## config.mk

```make
export PLATFORM = sky130hd
export DESIGN_NAME = hia_top
export DESIGN_NICKNAME = d
export VERILOG_FILES = /design/src/rtl/hia_pkg.sv /design/src/rtl/hia_flag_if.sv /design/src/rtl/hia_flag_store.sv /design/src/rtl/hia_top.sv
export VERILOG_INCLUDE_DIRS = /design/src /design/src/rtl
export SDC_FILE = /design/constraint.sdc
export NUM_CORES = 1
export LEC_CHECK = 0
export BUFFER_PORTS_ARGS = -buffer_cell sky130_fd_sc_hd__buf_2
export CAP_MARGIN = 20
export CORE_UTILIZATION = 45
export DETAILED_ROUTE_END_ITERATION = 7
export PLACE_DENSITY = 0.83
export SLEW_MARGIN = 20
export SYNTH_ARGS = -nofsm -noshare
export SYNTH_HDL_FRONTEND = slang
export SYNTH_SLANG_ARGS = --single-unit
```

## constraint.sdc

```tcl
create_clock -name pclk -period 3.2 [get_ports pclk]
set_clock_uncertainty 0.2 [all_clocks]
set_input_delay 0.32 -clock pclk [delete_from_list [all_inputs] [get_ports pclk]]
set_output_delay 0.32 -clock pclk [all_outputs]
set_load 0.03 [all_outputs]
```

## src/rtl/hia_params.svh

```systemverilog
// Register offsets, field positions and reset values of the interrupt aggregator
// Assumes inclusion by bare name from the design files
`ifndef HIA_PARAMS_SVH
`define HIA_PARAMS_SVH
`define HIA_ADDR_FLAGS 12'h000
`define HIA_ADDR_EN 12'h004
`define HIA_ADDR_MASK 12'h008
`define HIA_ADDR_PINCFG 12'h00c
`define HIA_FLAGS_RST 8'h00
`define HIA_MASK_RST 8'h00
`define HIA_EN_RST 1'b0
`define HIA_PP_RST 1'b0
`define HIA_EN_BIT 0
`define HIA_PP_BIT 0
`define HIA_ADDR_W 12
`define HIA_SRC_W 8
`endif

```

## src/rtl/hia_pkg.sv

```systemverilog
// Types shared by the interrupt aggregator files
// Assumes nothing of its surroundings
package hia_pkg;
  typedef enum logic [1:0] {
    HIA_REG_FLAGS,
    HIA_REG_EN,
    HIA_REG_MASK,
    HIA_REG_PINCFG
  } hia_reg_type;
endpackage

```

## src/rtl/hia_flag_if.sv

```systemverilog
// Interface between the register slave and the pending-flag store
// Assumes one clock domain shared by both ends
`timescale 1ns/10ps
interface hia_flag_if #(parameter int WIDTH = 8);
  logic [WIDTH-1:0] flags;
  logic read_clear;
  modport store (output flags, input read_clear);
  modport user (input flags, output read_clear);
endinterface

```

## src/rtl/hia_flag_store.sv

```systemverilog
// Clear-on-read pending flags, one per event source
// Assumes event pulses are already in the pclk domain
`timescale 1ns/10ps
`include "hia_params.svh"
module hia_flag_store #(
  parameter int WIDTH = `HIA_SRC_W
) (
  input wire logic pclk,
  input wire logic presetn,
  input wire logic [WIDTH-1:0] events,
  hia_flag_if.store fl
);
  logic [WIDTH-1:0] flags_r;
  logic [WIDTH-1:0] flags_nxt;
  // Read clears, new event wins over the clear
  always_comb begin
    flags_nxt = flags_r;
    if (fl.read_clear) begin
      flags_nxt = '0;
    end
    flags_nxt = flags_nxt | events;
  end
  always_ff @(posedge pclk or negedge presetn) begin
    if (!presetn) begin
      flags_r <= `HIA_FLAGS_RST;
    end else begin
      flags_r <= flags_nxt;
    end
  end
  assign fl.flags = flags_r;
endmodule

```

## src/rtl/hia_top.sv

```systemverilog
// Host interrupt aggregator: eight event sources, mask, enable, open-drain or push-pull pin
// Assumes APB master on pclk, event inputs are one-cycle or level signals on pclk
`timescale 1ns/10ps
`include "hia_params.svh"
module hia_top (
  input wire logic pclk,
  input wire logic presetn,
  input wire logic psel,
  input wire logic penable,
  input wire logic pwrite,
  input wire logic [`HIA_ADDR_W-1:0] paddr,
  input wire logic [31:0] pwdata,
  output logic [31:0] prdata,
  output logic pready,
  output logic pslverr,
  input wire logic sense_conversion_done,
  input wire logic cmd_queue_flag,
  input wire logic cmd_queue_drained,
  input wire logic playback_ended,
  input wire logic sound_ended,
  input wire logic tag_changed,
  input wire logic touch_detected,
  input wire logic swap_done,
  output logic irq_n_o,
  output logic irq_n_oe
);

  // Link to the flag store
  hia_flag_if #(.WIDTH(`HIA_SRC_W)) fl ();

  // Event vector and masked pending bits
  logic [`HIA_SRC_W-1:0] events;
  logic [`HIA_SRC_W-1:0] masked;

  // Mask register
  logic [`HIA_SRC_W-1:0] mask_r;
  logic [`HIA_SRC_W-1:0] mask_nxt;

  // Output enable register
  logic en_r;
  logic en_nxt;

  // Drive mode register, 1 selects push-pull
  logic pp_r;
  logic pp_nxt;

  // Read data register
  logic [31:0] prdata_r;
  logic [31:0] prdata_nxt;

  // Slave error register
  logic slverr_r;
  logic slverr_nxt;

  // Bus phases
  logic setup;
  logic access;

  // Address decode
  logic hit;
  hia_pkg::hia_reg_type sel;

  // Register strobes
  logic wr_en;
  logic wr_mask;
  logic wr_pincfg;
  logic rd_flags;

  // Write data fields
  logic wd_en;
  logic wd_pp;
  logic [`HIA_SRC_W-1:0] wd_mask;

  // Pending summary and pin drive
  logic pend_any;
  logic drive_low;
  logic drive_high;

  // True when the address names one of the four registers
  function automatic logic addr_hit(input logic [`HIA_ADDR_W-1:0] a);
    case (a)
      `HIA_ADDR_FLAGS,
      `HIA_ADDR_EN,
      `HIA_ADDR_MASK,
      `HIA_ADDR_PINCFG: addr_hit = 1'b1;
      default: addr_hit = 1'b0;
    endcase
  endfunction

  // Register named by an address, flags when unmapped
  function automatic hia_pkg::hia_reg_type addr_sel(input logic [`HIA_ADDR_W-1:0] a);
    case (a)
      `HIA_ADDR_EN: addr_sel = hia_pkg::HIA_REG_EN;
      `HIA_ADDR_MASK: addr_sel = hia_pkg::HIA_REG_MASK;
      `HIA_ADDR_PINCFG: addr_sel = hia_pkg::HIA_REG_PINCFG;
      default: addr_sel = hia_pkg::HIA_REG_FLAGS;
    endcase
  endfunction

  // Read word of one register, unused upper bits zero
  function automatic logic [31:0] read_word(
    input hia_pkg::hia_reg_type r,
    input logic [`HIA_SRC_W-1:0] flags,
    input logic [`HIA_SRC_W-1:0] mask,
    input logic en,
    input logic pp
  );
    read_word = 32'h0000_0000;
    // Flags are returned as they stand at the setup edge
    case (r)
      hia_pkg::HIA_REG_FLAGS: read_word[`HIA_SRC_W-1:0] = flags;
      hia_pkg::HIA_REG_EN: read_word[`HIA_EN_BIT] = en;
      hia_pkg::HIA_REG_MASK: read_word[`HIA_SRC_W-1:0] = mask;
      hia_pkg::HIA_REG_PINCFG: read_word[`HIA_PP_BIT] = pp;
      default: read_word = 32'h0000_0000;
    endcase
  endfunction

  // Source order in the flag word
  assign events = {sense_conversion_done, cmd_queue_flag, cmd_queue_drained, playback_ended,
                   sound_ended, tag_changed, touch_detected, swap_done};

  // Pending flags, set by events and cleared by reads
  hia_flag_store #(.WIDTH(`HIA_SRC_W)) u_store (
    .pclk(pclk),
    .presetn(presetn),
    .events(events),
    .fl(fl)
  );

  // Bus phases and address decode
  assign setup = psel && !penable;
  assign access = psel && penable;
  assign hit = addr_hit(paddr);
  assign sel = addr_sel(paddr);

  // Write and read strobes per register, active in the access phase
  always_comb begin
    // Idle outside an access of a mapped register
    wr_en = 1'b0;
    wr_mask = 1'b0;
    wr_pincfg = 1'b0;
    rd_flags = 1'b0;

    if (access && hit) begin
      case (sel)
        hia_pkg::HIA_REG_FLAGS: rd_flags = !pwrite;
        hia_pkg::HIA_REG_EN: wr_en = pwrite;
        hia_pkg::HIA_REG_MASK: wr_mask = pwrite;
        hia_pkg::HIA_REG_PINCFG: wr_pincfg = pwrite;
        default: ;
      endcase
    end
  end

  // Clearing read of the flags
  assign fl.read_clear = rd_flags;

  // Write data fields
  assign wd_en = pwdata[`HIA_EN_BIT];
  assign wd_pp = pwdata[`HIA_PP_BIT];
  assign wd_mask = pwdata[`HIA_SRC_W-1:0];

  // Zero-wait slave, answer from registers
  assign pready = 1'b1;
  assign pslverr = slverr_r;
  assign prdata = prdata_r;

  // Per-source gating of pending flags by the mask
  genvar gi;
  generate
    for (gi = 0; gi < `HIA_SRC_W; gi++) begin : g_mask
      assign masked[gi] = fl.flags[gi] & mask_r[gi];
    end
  endgenerate

  // Mask next value
  always_comb begin
    // Hold unless written
    mask_nxt = mask_r;
    if (wr_mask) begin
      mask_nxt = wd_mask;
    end
  end

  // Mask register
  always_ff @(posedge pclk or negedge presetn) begin
    if (!presetn) begin
      // All sources blocked after reset
      mask_r <= `HIA_MASK_RST;
    end else begin
      mask_r <= mask_nxt;
    end
  end

  // Output enable next value
  always_comb begin
    // Hold unless written
    en_nxt = en_r;
    if (wr_en) begin
      en_nxt = wd_en;
    end
  end

  // Output enable register
  always_ff @(posedge pclk or negedge presetn) begin
    if (!presetn) begin
      // Pin released after reset
      en_r <= `HIA_EN_RST;
    end else begin
      en_r <= en_nxt;
    end
  end

  // Drive mode next value
  always_comb begin
    // Hold unless written
    pp_nxt = pp_r;
    if (wr_pincfg) begin
      pp_nxt = wd_pp;
    end
  end

  // Drive mode register
  always_ff @(posedge pclk or negedge presetn) begin
    if (!presetn) begin
      // Open-drain after reset
      pp_r <= `HIA_PP_RST;
    end else begin
      pp_r <= pp_nxt;
    end
  end

  // Read data captured at the setup edge of a read, held until the next read setup
  always_comb begin
    // Hold between read setups
    prdata_nxt = prdata_r;

    if (setup && !pwrite) begin
      prdata_nxt = 32'h0000_0000;
      if (hit) begin
        prdata_nxt = read_word(sel, fl.flags, mask_r, en_r, pp_r);
      end
    end
  end

  // Read data register
  always_ff @(posedge pclk or negedge presetn) begin
    if (!presetn) begin
      // Bus reads zero after reset
      prdata_r <= 32'h0000_0000;
    end else begin
      prdata_r <= prdata_nxt;
    end
  end

  // Error flag: decided at setup, held through the access phase
  always_comb begin
    // Clear outside a transfer
    slverr_nxt = 1'b0;

    if (setup) begin
      slverr_nxt = !hit;
    end else if (access) begin
      slverr_nxt = slverr_r;
    end
  end

  // Slave error register
  always_ff @(posedge pclk or negedge presetn) begin
    if (!presetn) begin
      // No error after reset
      slverr_r <= 1'b0;
    end else begin
      slverr_r <= slverr_nxt;
    end
  end

  // Any unmasked pending flag
  assign pend_any = |masked;

  // Low drive when enabled and something is pending
  assign drive_low = en_r && pend_any;

  // High drive only in push-pull mode while enabled and idle
  assign drive_high = en_r && pp_r && !pend_any;

  // Pin value: low only while asserting
  assign irq_n_o = !drive_low;

  // Enable: open-drain drives only the low level
  assign irq_n_oe = drive_low || drive_high;
endmodule

```

# Yosys cells after proc, flatten, opt, wreduce, memory -nomap -nowiden
# Cells that the tools add are included.
[word_totals]
regBits = 51
[op_classes]
eq_ne = 7
n_mux = 16
bitwise_logic = 9
reduce_logical = 17
[ops]
columns = ["op", "n"]
rows = [
  ["== test 12 x 4 -> 1 bit, second input constant", 2],
  ["two-way mux 8 bit", 2],
  ["case mux 7 bit (2 select lines)", 1],
  ["== test 12 x 3 -> 1 bit, second input constant", 1],
  ["zero test 12 bit", 1],
  ["two-way mux 1 bit", 11],
  ["AND 1 bit", 8],
  ["bitwise OR 8 bit", 1],
  ["OR reduction 8 bit", 1],
  ["logical AND 1 bit", 7],
  ["case mux 2 bit (3 select lines)", 1],
  ["zero test 1 bit", 5],
  ["== test 2 bit, second input constant", 2],
  ["case mux 1 bit (4 select lines)", 1],
  ["OR reduction 4 bit", 1],
  ["== test 2 x 1 -> 1 bit, second input constant", 1],
  ["zero test 2 bit", 1],
  ["!= test 2 bit, second input constant", 1],
  ["logical OR 1 bit", 1],
]

# Logic depth before layout (Yosys ltp)
# Gate-level depths: netlist of the first run.
[logic_depth]
depth_word = 7
ltp_mapped = 5
ltp_nobuf = 3

# Hierarchy
# A second synthesis of the first run with hierarchy kept.
[unflattened]
cells_unflattened = 130
area_unflattened_um2 = 1455.1
[by_module_without_submodules]
columns = ["mod", "n_inst", "cells_each", "area_per_inst_um2", "seq_area_each_um2"]
rows = [
  ["hia_top", 1, 113, 1191.1, 475.5],
  ["hia_flag_store", 1, 17, 264.0, 200.2],
]

# Least setup slack after synthesis of the first run
# Ideal clock, no wire load.
[synth_timing]
path_kind = "input to register"
startpoint = "in paddr[5]"
endpoint = "reg mask_r[0]"
setup_ps = 125
arrival_ps = 1724
slack_ps = 1151
cell_stages = 3
cell_sequence = "or4_4 nor4_4 mux2_2"
[synth_between]
elab_chain_len = 5
word_cells_on_any_way = 11
cone_classes = "eq/ne: 4; mux: 4; reduce/logical: 3"
[synth_rtl]
columns = ["item", "line", "source"]
rows = [
  ["start: declaration", "hia_top.sv:11", "input wire logic [`HIA_ADDR_W-1:0] paddr,"],
  ["== test 12 x 4 -> 1 bit, or another cell as far along", "hia_top.sv:81, hia_top.sv:92", ""],
  ["case mux 2 bit (3 select lines) / OR reduction 4 bit (equally long branches)", "hia_top.sv:92, hia_top.sv:81", ""],
  ["== test 2 bit / two-way mux 1 bit (equally long branches)", "hia_top.sv:146, hia_top.sv:81", ""],
  ["two-way mux 1 bit / logical AND 1 bit (equally long branches)", "hia_top.sv:146, hia_top.sv:145", ""],
  ["two-way mux 1 bit *", "hia_top.sv:145", "if (access && hit) begin"],
  ["end signal: assignment", "hia_top.sv:190", "mask_r <= `HIA_MASK_RST;"],
  ["end signal: assignment", "hia_top.sv:192", "mask_r <= mask_nxt;"],
  ["end: declaration", "hia_top.sv:36", "logic [`HIA_SRC_W-1:0] mask_r;"],
]
# Mark *: on every way between the ends. The rest lies on a longest branch, timed or not.
# A chain may end at the register's enable or synchronous reset.

# Worst setup path after layout of the first run
[layout_timing]
startpoint = "reg mask_r[2]"
endpoint = "out irq_n_oe"
[layout_between]
elab_chain_len = 5
word_cells_on_any_way = 6
cone_classes = "bitwise: 1; reduce/logical: 5"
[layout_rtl]
columns = ["item", "line", "source"]
rows = [
  ["AND 1 bit *", "hia_top.sv:173", "assign masked[gi] = fl.flags[gi] & mask_r[gi];"],
  ["OR reduction 8 bit *", "hia_top.sv:280", "assign pend_any = |masked;"],
  ["zero test 1 bit", "hia_top.sv:286", "assign drive_high = en_r && pp_r && !pend_any;"],
  ["logical AND 1 bit", "hia_top.sv:286", ""],
  ["logical OR 1 bit *", "hia_top.sv:292", "assign irq_n_oe = drive_low || drive_high;"],
  ["end: declaration", "hia_top.sv:25", "output logic irq_n_oe"],
]
# Marked as above.

==> flow_metrics.py, run 1 <==
metrics = {
    "finish": {
        "area_growth_pct": 18.8,
        "drive_gt1_share_pct": 35.2,
        "nets": 237,
        "antennaDiodeCount": 0,
        "multi_input_comb_area_um2": 661,
        "n_fill_cell": 279,
        "regArea_um2": 676,
    },
    "critical_path": {
        "r2r_slack_ns": 1.84,
        "end_kind": "output pin",
        "cp_max_fo": 3,
        "critical_path.top_delay_family": "compound AO/OA/AOI/OAI gates",
        "slowest_stage": "dfrtp_1",
        "r2r-end": "prdata[0]",
        "cp-start-kind": "flip-flop",
        "critPathKind": "flip-flop to output pin",
        "r2r.worst_path.cells": 3,
        "cpPeakStageDelay_ns": 0.42,
        "crit_chain": "a22oi_1 -> nand4_1 -> o21a_1 -> buf_2",
        "critPathArrivalTime_ns": 1.49,
        "crit_buf_inv": 1,
        "worstSetupPathDepth": 4,
        "regToRegStartpoint": "pp_r",
        "required_ns": 2.68,
    },
    "placed_design": {
        "hpwl_um": 2020,
        "dp_slack_ns": 0.872,
        "port_buffers": 43,
        "place_congestion": 0.804,
    },
    "synthesis": {
        "synthDominantCellAreaShare_pct": 46.5,
        "async_flop_share_pct": 100,
        "avgSynthCellArea_um2": 11.4,
        "yosysSeqAreaShare_pct": 46.5,
        "synth-edff-count": 0,
        "yosysUniqueCellTypes": 26,
        "yosys-top-cells-count": "27 x dfrtp_1, 25 x buf_4, 10 x mux2_2",
        "yosysMostFrequentCell": "dfrtp_1",
        "synthCells": 128,
        "synthFlopType": "dfrtp_1",
        "ys_ff_latch": 27,
        "yosys-top-cells-area": "dfrtp_1 46%, buf_4 13%, mux2_2 7.7%",
        "mappedNetlistArea_um2": 1450,
        "yosysTopAreaCell": "dfrtp_1",
        "ys_warn_count": 0,
    },
    "detailed_routing": {
        "vias": 1087,
        "dr.pass1.iters": 3,
        "drcViolationCount": 0,
        "routed_wirelength_um": 2630,
        "vias_per_cell": 4.87,
        "drt_iter0_drc": 11,
        "antenna_left": 0,
        "post_drt_wl_per_cell_um": 11.8,
    },
    "clocking": {
        "cts_root_buf": "clkbuf_4",
        "numCtsBuffers": 3,
        "post_cts_buffers": 0,
        "cts_sinks": 27,
        "clock_path_buffers": 2,
        "cts.repair.resized": 0,
        "cts_htree_levels": 1,
        "cts_tree": "built",
        "clkLatencyLatePin_ns": 0.32,
        "clkTransAtPathRegs_ns": 0.14,
        "holdBufCountCts": 9,
    },
    "grt": {
        "antenna_found_initial": 0,
        "grt_pass1_vias": 954,
        "grt_max_degree": 28,
        "grt_pass1_wl_um": 4140,
        "grtUsageTotal_pct": 15.8,
        "overflow": 0,
    },
    "timing": {
        "final_hold_viol_count": 0,
        "tightest_slew_ns": 0.718,
        "timing.final.ws_setup_ns": 1.19,
        "fmax_ghz": 0.498,
        "drv_slew": 0,
        "rsz0062_at_grt": "no",
        "min_period_ns": 2.01,
        "setup_tns_ns": 0,
        "slew_headroom_pct": 51.7,
        "min_period_over_period_pct": 62.7,
        "setup_viol": 0,
    },
    "power": {
        "pwr-share-seq_pct": 58.5,
        "comb_power_share_pct": 17.2,
        "switching_power_w": 0.000166,
        "clockPowerShare_pct": 24.4,
        "p_int_w": 0.000420,
        "swShare_pct": 28.4,
        "power_density_nw_per_um2": 339,
        "leakagePower_nw": 0.841,
        "peakVddDrop_mv": 0.276,
    },
    "run_status": {
        "status": "finished, final reports clean",
    },
    "floorplanning": {
        "die_w_um": 58.8,
        "fp-row-count": 20,
        "core_region_area_um2": 3050,
        "initial_core_util_pct": 47.6,
        "io_pins": 93,
        "die_area_um2": 3460,
        "die_h_um": 58.8,
    },
    "min_path": {
        "hold_start": "pwdata[7]",
        "hold_end": "mask_r[7]",
        "holdPathStages": 2,
        "hold_class": "primary input to flip-flop",
    },
    "run": {
        "cap_violations": 0,
    },
}
==> metal layers <==
metal	wire (µm)	track usage (%)	vias up	share of wire, %
li1	-	-	524	-
met1	1160	20.6	512	44
met2	1290	26.9	46	49
met3	147	1.76	5	5.6
met4	35	6.12	0	1.3
met5	0	0	-	0
==> flip-flops by register name (all words and copies together), names as in the netlist <==
register / cells
prdata: 8
en_r: 1
mask_r: 8
pp_r: 1
u_store.fl.flags: 8
pslverr: 1
==> logic make-up after synthesis <==
family	share of synthesized area, %
compound gates	11.6
buf+inv	14.0
flops	46.5
mux	14.1
other cells	0.517
simple gates	13.3
==> cell usage in the layout (no fill, tap or decap), drive strengths merged, types with 3 or more instances in the layout <==
cell type | synthesis | final
conb | 2 | 25
mux2i | 7 | 7
dlygate4sd3 | 0 | 9
a21o | 8 | 8
nand2 | 9 | 9
nand4 | 5 | 5
buf | 26 | 43
nor4 | 5 | 5
clkbuf | 2 | 3
o31ai | 7 | 7
a22oi | 4 | 4
dfrtp | 27 | 27
mux2 | 10 | 10
==> worst max path at each step <==
stage	from	to	slack [ns]
finish	mask_r[2]	irq_n_oe	1.19
global route	u_store.fl.flags[2]	irq_n_oe	1.12
CTS	mask_r[2]	irq_n_oe	1.19
detailed placement	paddr[5]	mask_r[1]	0.87
global placement	paddr[5]	mask_r[7]	0.90
floorplan	paddr[5]	mask_r[0]	1.15
==> per-stage QoR <==
stage               power, W  std cells  area (µm²)  util (%)  hold WS (ns)
detailed placement  0.000441        210        1610      52.7         0.149
global route        0.000616        223        1730      56.6       0.00356
floorplan           0.000431        151        1540         -        -0.176
finish              0.000586        223        1730      56.6        0.0161
global placement    0.000440        210        1610      52.7         0.148
CTS                 0.000590        223        1730      56.6        0.0177
==> area by class of cell <==
class,count,area share [%]
Clock buffer,3,1.30
Multi-Input combinational cell,95,38.2
Sequential cell,27,39.1
Timing Repair Buffer,52,17.7
Inverter,1,0.217
Clock inverter,1,0.290
Tap cell,44,3.19
==> power groups by stage <==
| stage | clock (W) | sequential (W) | combinational (W) |
|---|---|---|---|
| global route | 0.000164 | 0.000343 | 0.000109 |
| global placement | 0 | 0.000349 | 0.0000912 |
| detailed placement | 0 | 0.000349 | 0.0000918 |
| finish | 0.000143 | 0.000343 | 0.000101 |
| floorplan | 0 | 0.000351 | 0.0000801 |
| CTS | 0.000147 | 0.000343 | 0.000100 |
No activity file was read; power rests on OpenSTA's default activity.
==> inputs of run 2 (changes only) <==
--- a/config.mk
+++ b/config.mk
@@ -6,11 +6,12 @@
 export SDC_FILE = /design/constraint.sdc
 export NUM_CORES = 1
 export LEC_CHECK = 0
+export ABC_AREA = 1
 export BUFFER_PORTS_ARGS = -buffer_cell sky130_fd_sc_hd__buf_2
 export CAP_MARGIN = 20
-export CORE_UTILIZATION = 45
+export CORE_UTILIZATION = 44
 export DETAILED_ROUTE_END_ITERATION = 7
-export PLACE_DENSITY = 0.83
+export PLACE_DENSITY = 0.79
 export SLEW_MARGIN = 20
 export SYNTH_ARGS = -nofsm -noshare
 export SYNTH_HDL_FRONTEND = slang
==> constraint.sdc (replaced) <==
create_clock -name pclk -period 1.85 [get_ports pclk]
set_clock_uncertainty 0.2 [all_clocks]
set_input_delay 0.185 -clock pclk [delete_from_list [all_inputs] [get_ports pclk]]
set_output_delay 0.185 -clock pclk [all_outputs]
set_load 0.03 [all_outputs]
==> run 2 against run 1 <==
  * Clock power up 130%
  * The flow now finishes with violations (DRC)
  * Non-clock buffer count is 10 higher
  * Critical path type unchanged
  * Register-to-register slack worse by 1.1 ns
  * Largest cell class is now multi-input combinational cells
  * Sequential share of layout area decreased by 6.3 points
  * Critical path depth up 1
  * Global-route usage hardly changed
  * Sequential cell count stayed put
  * Highest routed layer unchanged
  * Largest power group unchanged
  * First-iteration DRC count rose to 4.4 times the previous value
==> flow_metrics.py, run 2 <==
metrics = {
    "synthesis": {
        "avgSynthCellArea_um2": 7.43,
        "yosysTopAreaCell": "dfrtp_1",
        "ys_ff_latch": 27,
        "async_flop_share_pct": 100,
        "synth-edff-count": 0,
        "yosysMostFrequentCell": "nand2_1",
        "synthFlopType": "dfrtp_1",
        "synthDominantCellAreaShare_pct": 40.4,
        "yosys-top-cells-area": "dfrtp_1 40%, nand2_1 16%, buf_4 12%",
        "synthCells": 225,
        "yosys-top-cells-count": "70 x nand2_1, 34 x inv_1, 27 x buf_4, 27 x dfrtp_1, 15 x nor2_1",
        "yosysUniqueCellTypes": 18,
        "mappedNetlistArea_um2": 1670,
        "ys_warn_count": 0,
        "yosysSeqAreaShare_pct": 40.4,
    },
    "placed_design": {
        "port_buffers": 43,
        "place_congestion": 0.820,
        "detailed_place.area_um2": 1830,
        "hpwl_um": 2240,
    },
    "finish": {
        "mostFrequentLayoutCell": "nand2_1",
        "nets": 344,
        "final_util_pct": 56.2,
        "layout_common_cells": "70 x nand2_1, 43 x buf_2, 34 x inv_1",
        "n_fill_cell": 337,
        "design_area_um2": 2060,
        "drive_gt1_share_pct": 23.8,
        "antennaDiodeCount": 0,
        "area_growth_pct": 23.1,
    },
    "grt": {
        "grt_max_degree": 28,
        "antenna_found_initial": 0,
        "grt_pass1_vias": 1206,
        "grtUsageTotal_pct": 15.8,
        "overflow": 0,
        "grt_pass1_wl_um": 5090,
    },
    "power": {
        "power_density_nw_per_um2": 536,
        "leakagePower_nw": 1.18,
        "power_w": 0.00110,
        "peakVddDrop_mv": 0.357,
    },
    "timing": {
        "setup_tns_ns": 0,
        "fmax_ghz": 0.582,
        "min_period_ns": 1.72,
        "final_hold_viol_count": 0,
        "rsz0062_at_grt": "no",
        "min_period_over_period_pct": 92.8,
        "tightest_slew_ns": 0.582,
        "drv_slew": 0,
        "slew_headroom_pct": 61.2,
        "setup_viol": 0,
    },
    "critical_path": {
        "critPathArrivalTime_ns": 1.33,
        "slowest_stage": "dfrtp_1",
        "required_ns": 1.46,
        "cpPeakStageDelay_ns": 0.43,
        "end_kind": "output pin",
        "cp-start-kind": "flip-flop",
        "critPathKind": "flip-flop to output pin",
        "cp_common_cell": "nand2_1",
        "cp_max_fo": 3,
        "crit_chain": "nand2_1 -> nand4_1 -> o21ai_2 -> nand2_1 -> buf_2",
    },
    "floorplanning": {
        "die_area_um2": 4050,
        "die_h_um": 63.6,
        "fp-row-count": 22,
        "die_w_um": 63.6,
        "core_region_area_um2": 3660,
        "initial_core_util_pct": 45.7,
        "io_pins": 93,
    },
    "clocking": {
        "clkLatencyLatePin_ns": 0.27,
        "clock_path_buffers": 2,
        "numCtsBuffers": 3,
        "cts_tree": "built",
        "post_cts_buffers": 0,
        "cts_htree_levels": 1,
        "clkTransAtPathRegs_ns": 0.09,
        "cts_root_buf": "clkbuf_8",
        "cts_sinks": 27,
    },
    "min_path": {
        "hold_class": "primary input to flip-flop",
    },
    "detailed_routing": {
        "dr.pass1.iters": 6,
        "drcViolationCount": 2,
        "drt_iter0_drc": 48,
        "vias": 1411,
        "post_drt_wl_per_cell_um": 9.02,
        "vias_per_cell": 4.22,
        "antenna_left": 0,
        "routed_wirelength_um": 3010,
    },
    "run": {
        "cap_violations": 0,
    },
    "run_status": {
        "violations": "DRC",
        "status": "finished, violations left",
    },
}
run 2: cell types whose count changed after synthesis, moves of 7 or more:
| cell | before | now |
|---|---|---|
| inv_1 | 1 | 34 |
| nand2_1 | 9 | 70 |
| o31ai_1 | 7 | 0 |
| o21ai_0 | 2 | 10 |
| mux2i_1 | 7 | 0 |
| a21o_1 | 8 | 0 |
| o21ai_2 | 0 | 9 |
| mux2_2 | 10 | 0 |
| nand3_1 | 0 | 14 |
| nor2_1 | 1 | 15 |
run 2: area by class of cell:
class | instances | area, µm² | area share, %
Clock buffer | 3 | 41.3 | 2.01
Inverter | 36 | 135 | 6.57
Clock inverter | 1 | 7.51 | 0.365
Multi-Input combinational cell | 157 | 737 | 35.8
Timing Repair Buffer | 62 | 400 | 19.5
Tap cell | 48 | 60.1 | 2.92
Sequential cell | 27 | 676 | 32.8
run 2: where the power goes:
part	switching, W	total [W]	internal (W)
registers	0.000000972	0.000592	0.000591
clock network	0.000175	0.000327	0.000152
logic	0.000124	0.000182	0.0000579
total	0.000300	0.00110	0.000802
run 2: worst paths after layout:
check	startpoint	to	slack, ns	cells after the start
hold / removal	penable	pslverr	0.04	4
setup / recovery	mask_r[6]	irq_n_oe	0.13	5
setup reg to reg	en_r	prdata[0]	0.74	6
max in group asynchronous	presetn	mask_r[0]	0.82	2
min in group asynchronous	presetn	prdata[7]	0.25	2
hold reg to reg	prdata[7]	prdata[7]	0.28	2
run 2: cell families after synthesis:
group,Yosys count,share of synthesized area (%)
buf+inv,64,20.9
other cells,2,0.449
flops,27,40.4
compound gates,19,7.71
simple gates,113,30.5
run 2: worst max-delay path, delay by kind of cell, from the launching register on:
family / cells / cell delay, ns
flops: 1 / 0.43
compound gates: 1 / 0.17
simple gates: 3 / 0.30
buf+inv: 1 / 0.17
run 2: per-layer routing:
layer | wire length (µm) | vias up | part of all wire (%) | global-route usage [%]
met5 | 0 | - | 0 | 0
met1 | 1440 | 608 | 48 | 19.8
met4 | 21 | 0 | 0.70 | 3.98
met2 | 1460 | 43 | 48 | 28.1
li1 | - | 758 | - | -
met3 | 99 | 2 | 3.3 | 2.36
run 2: what timing repair did:
action	in CTS	in global routing
endpoints found under the setup margin	0	1
hold buffers	17	0
endpoints found under the hold margin	44	0
gates resized for setup	0	1
run 2: stage by stage:
| step | hold slack [ns] | cells | worst slack [ns] |
|---|---|---|---|
| after floorplan | -0.311 | 248 | 0.0848 |
| after global placement | 0.0104 | 313 | 0.138 |
| after detailed placement | 0.0144 | 313 | 0.118 |
| after CTS | 0.0226 | 334 | 0.0996 |
| after global routing | 0.0791 | 334 | 0.0254 |
| final | 0.0382 | 334 | 0.133 |
==> inputs of run 3 (changes only) <==
--- a/config.mk
+++ b/config.mk
@@ -7,11 +7,11 @@
 export NUM_CORES = 1
 export LEC_CHECK = 0
 export ABC_AREA = 1
-export BUFFER_PORTS_ARGS = -buffer_cell sky130_fd_sc_hd__buf_2
 export CAP_MARGIN = 20
-export CORE_UTILIZATION = 44
+export CORE_UTILIZATION = 55
 export DETAILED_ROUTE_END_ITERATION = 7
-export PLACE_DENSITY = 0.79
+export DONT_BUFFER_PORTS = 1
+export PLACE_DENSITY = 0.69
 export SLEW_MARGIN = 20
 export SYNTH_ARGS = -nofsm -noshare
 export SYNTH_HDL_FRONTEND = slang
==> run 3 against run 2 <==
  * The run still ends with DRC left
  * Die area down 19%
  * Worst hold slack lost 0.024 ns
  * Routed wire length rose by 1.9%
  * Sequential power rose by 0.8%
  * Sequential share of layout area rose by 2.7 points
  * Combinational power shrank 14%
  * Non-clock buffer count decreased by 34
  * Global-route usage up 5.5 points
  * Final area down 7.6%
  * First-iteration DRC count grew 19%
  * Final cell count fell by 15%
  * Register-to-register slack got worse by 0.58 ns
  * Highest routed layer unchanged
==> flow_metrics.py, run 3 (synthesis results as in run 2) <==
metrics = {
    "clocking": {
        "cts_tree": "built",
        "cts_sinks": 27,
        "clkLatencyLatePin_ns": 0.33,
        "numCtsBuffers": 3,
        "cts_root_buf": "clkbuf_4",
        "cts_htree_levels": 1,
        "clock_path_buffers": 2,
        "clkTransAtPathRegs_ns": 0.16,
    },
    "finish": {
        "layout_common_cells": "70 x nand2_1, 34 x inv_1, 27 x dfrtp_1",
        "multi_input_comb_area_um2": 737,
        "drive_gt1_share_pct": 11.1,
        "design_area_um2": 1900,
        "area_growth_pct": 13.7,
        "nets": 310,
        "finalNonFillerCells": 283,
        "regArea_um2": 676,
        "mostFrequentLayoutCell": "nand2_1",
        "antennaDiodeCount": 0,
        "n_fill_cell": 253,
    },
    "placed_design": {
        "hpwl_um": 2220,
        "place_congestion": 0.789,
        "detailed_place.area_um2": 1610,
        "dpl.cell_count": 255,
        "port_buffers": 0,
    },
    "critical_path": {
        "cp_max_fo": 3,
        "critPathArrivalTime_ns": 1.40,
        "cp-start-kind": "flip-flop",
        "required_ns": 1.46,
        "r2r_slack_ns": 0.16,
        "critPathKind": "flip-flop to output pin",
        "r2r.worst_path.cells": 7,
        "end_kind": "output pin",
    },
    "timing": {
        "setup_viol": 0,
        "min_period_over_period_pct": 96.7,
        "final_hold_viol_count": 0,
        "min_period_ns": 1.79,
        "hold_slack_ns": 0.0142,
        "drv_slew": 0,
        "fmax_ghz": 0.559,
        "rsz0062_at_grt": "yes",
    },
    "grt": {
        "overflow": 0,
        "grtUsageTotal_pct": 21.3,
        "grt_pass1_wl_um": 5410,
        "antenna_found_initial": 0,
        "grt_max_degree": 28,
        "grt_pass1_vias": 1266,
    },
    "power": {
        "power_density_nw_per_um2": 534,
        "peakVddDrop_mv": 0.403,
        "leakagePower_nw": 1.03,
    },
    "floorplanning": {
        "die_area_um2": 3260,
        "core_region_area_um2": 2830,
        "initial_core_util_pct": 59.1,
        "io_pins": 93,
        "fp-row-count": 19,
        "die_h_um": 57.1,
        "die_w_um": 57.1,
    },
    "run_status": {
        "violations": "DRC",
        "status": "finished, violations left",
    },
    "min_path": {
        "holdPathStages": 4,
        "hold_class": "primary input to flip-flop",
    },
    "detailed_routing": {
        "drcViolationCount": 14,
        "vias_per_cell": 4.73,
        "routed_wirelength_um": 3070,
        "dr.pass1.iters": 7,
        "antenna_left": 0,
        "vias": 1338,
        "post_drt_wl_per_cell_um": 10.8,
        "drt_iter0_drc": 57,
    },
    "run": {
        "cap_violations": 0,
    },
}
## run 3: what timing repair did
action                                  4_1_cts  5_1_grt
endpoints found under the setup margin        0        2
hold buffers                                 24        0
buffers inserted                              0        0
endpoints found under the hold margin        54        0
gates resized for setup                       0        2
## run 3: area by class of cell
class / instances / area share (%)
flip-flops and latches: 27 / 35.5
repair buffers: 28 / 14.9
well taps: 31 / 2.04
clock inverters: 1 / 0.395
clock buffers: 3 / 1.18
inverters: 36 / 7.11
multi-input cells: 157 / 38.8
## run 3: routing by layer
layer	GRT usage, %	share of wire (%)
met1	27.3	45
met2	37.1	48
met3	2.95	6.1
met4	7.32	1.1
met5	0	0
## run 3: worst max-delay path, cell delays in order (launching register included)
cell	delay, ns
dfrtp_1	0.43
nand2_1	0.08
nand4_1	0.13
o21ai_2	0.20
nand2_1	0.09
buf_6	0.14
## run 3: power breakdown
group | internal, W | switching, W
combinational | 0.0000438 | 0.000112
clock | 0.0000828 | 0.000179
sequential | 0.000592 | 0.00000509
total | 0.000719 | 0.000296
## run 3: through the flow
step                total power [W]  util [%]  TNS [ns]  setup slack [ns]
floorplan                  0.000746         -         0            0.0848
global placement           0.000711      57.0         0             0.287
detailed placement         0.000712      57.0         0             0.206
CTS                         0.00103      66.9         0            0.0562
global route                0.00107      67.2   -0.0394           -0.0394
finish                      0.00101      67.2         0            0.0603
## run 3: path summary, 6_finish.rpt
kind,from,end
max in group asynchronous,presetn,u_store.fl.flags[3]
worst max register to register,en_r,prdata[0]
worst max-delay path,mask_r[2],irq_n_oe
min in group asynchronous,presetn,prdata[2]
worst min-delay path,pwrite,u_store.fl.flags[1]
worst min register to register,u_store.fl.flags[5],u_store.fl.flags[5]
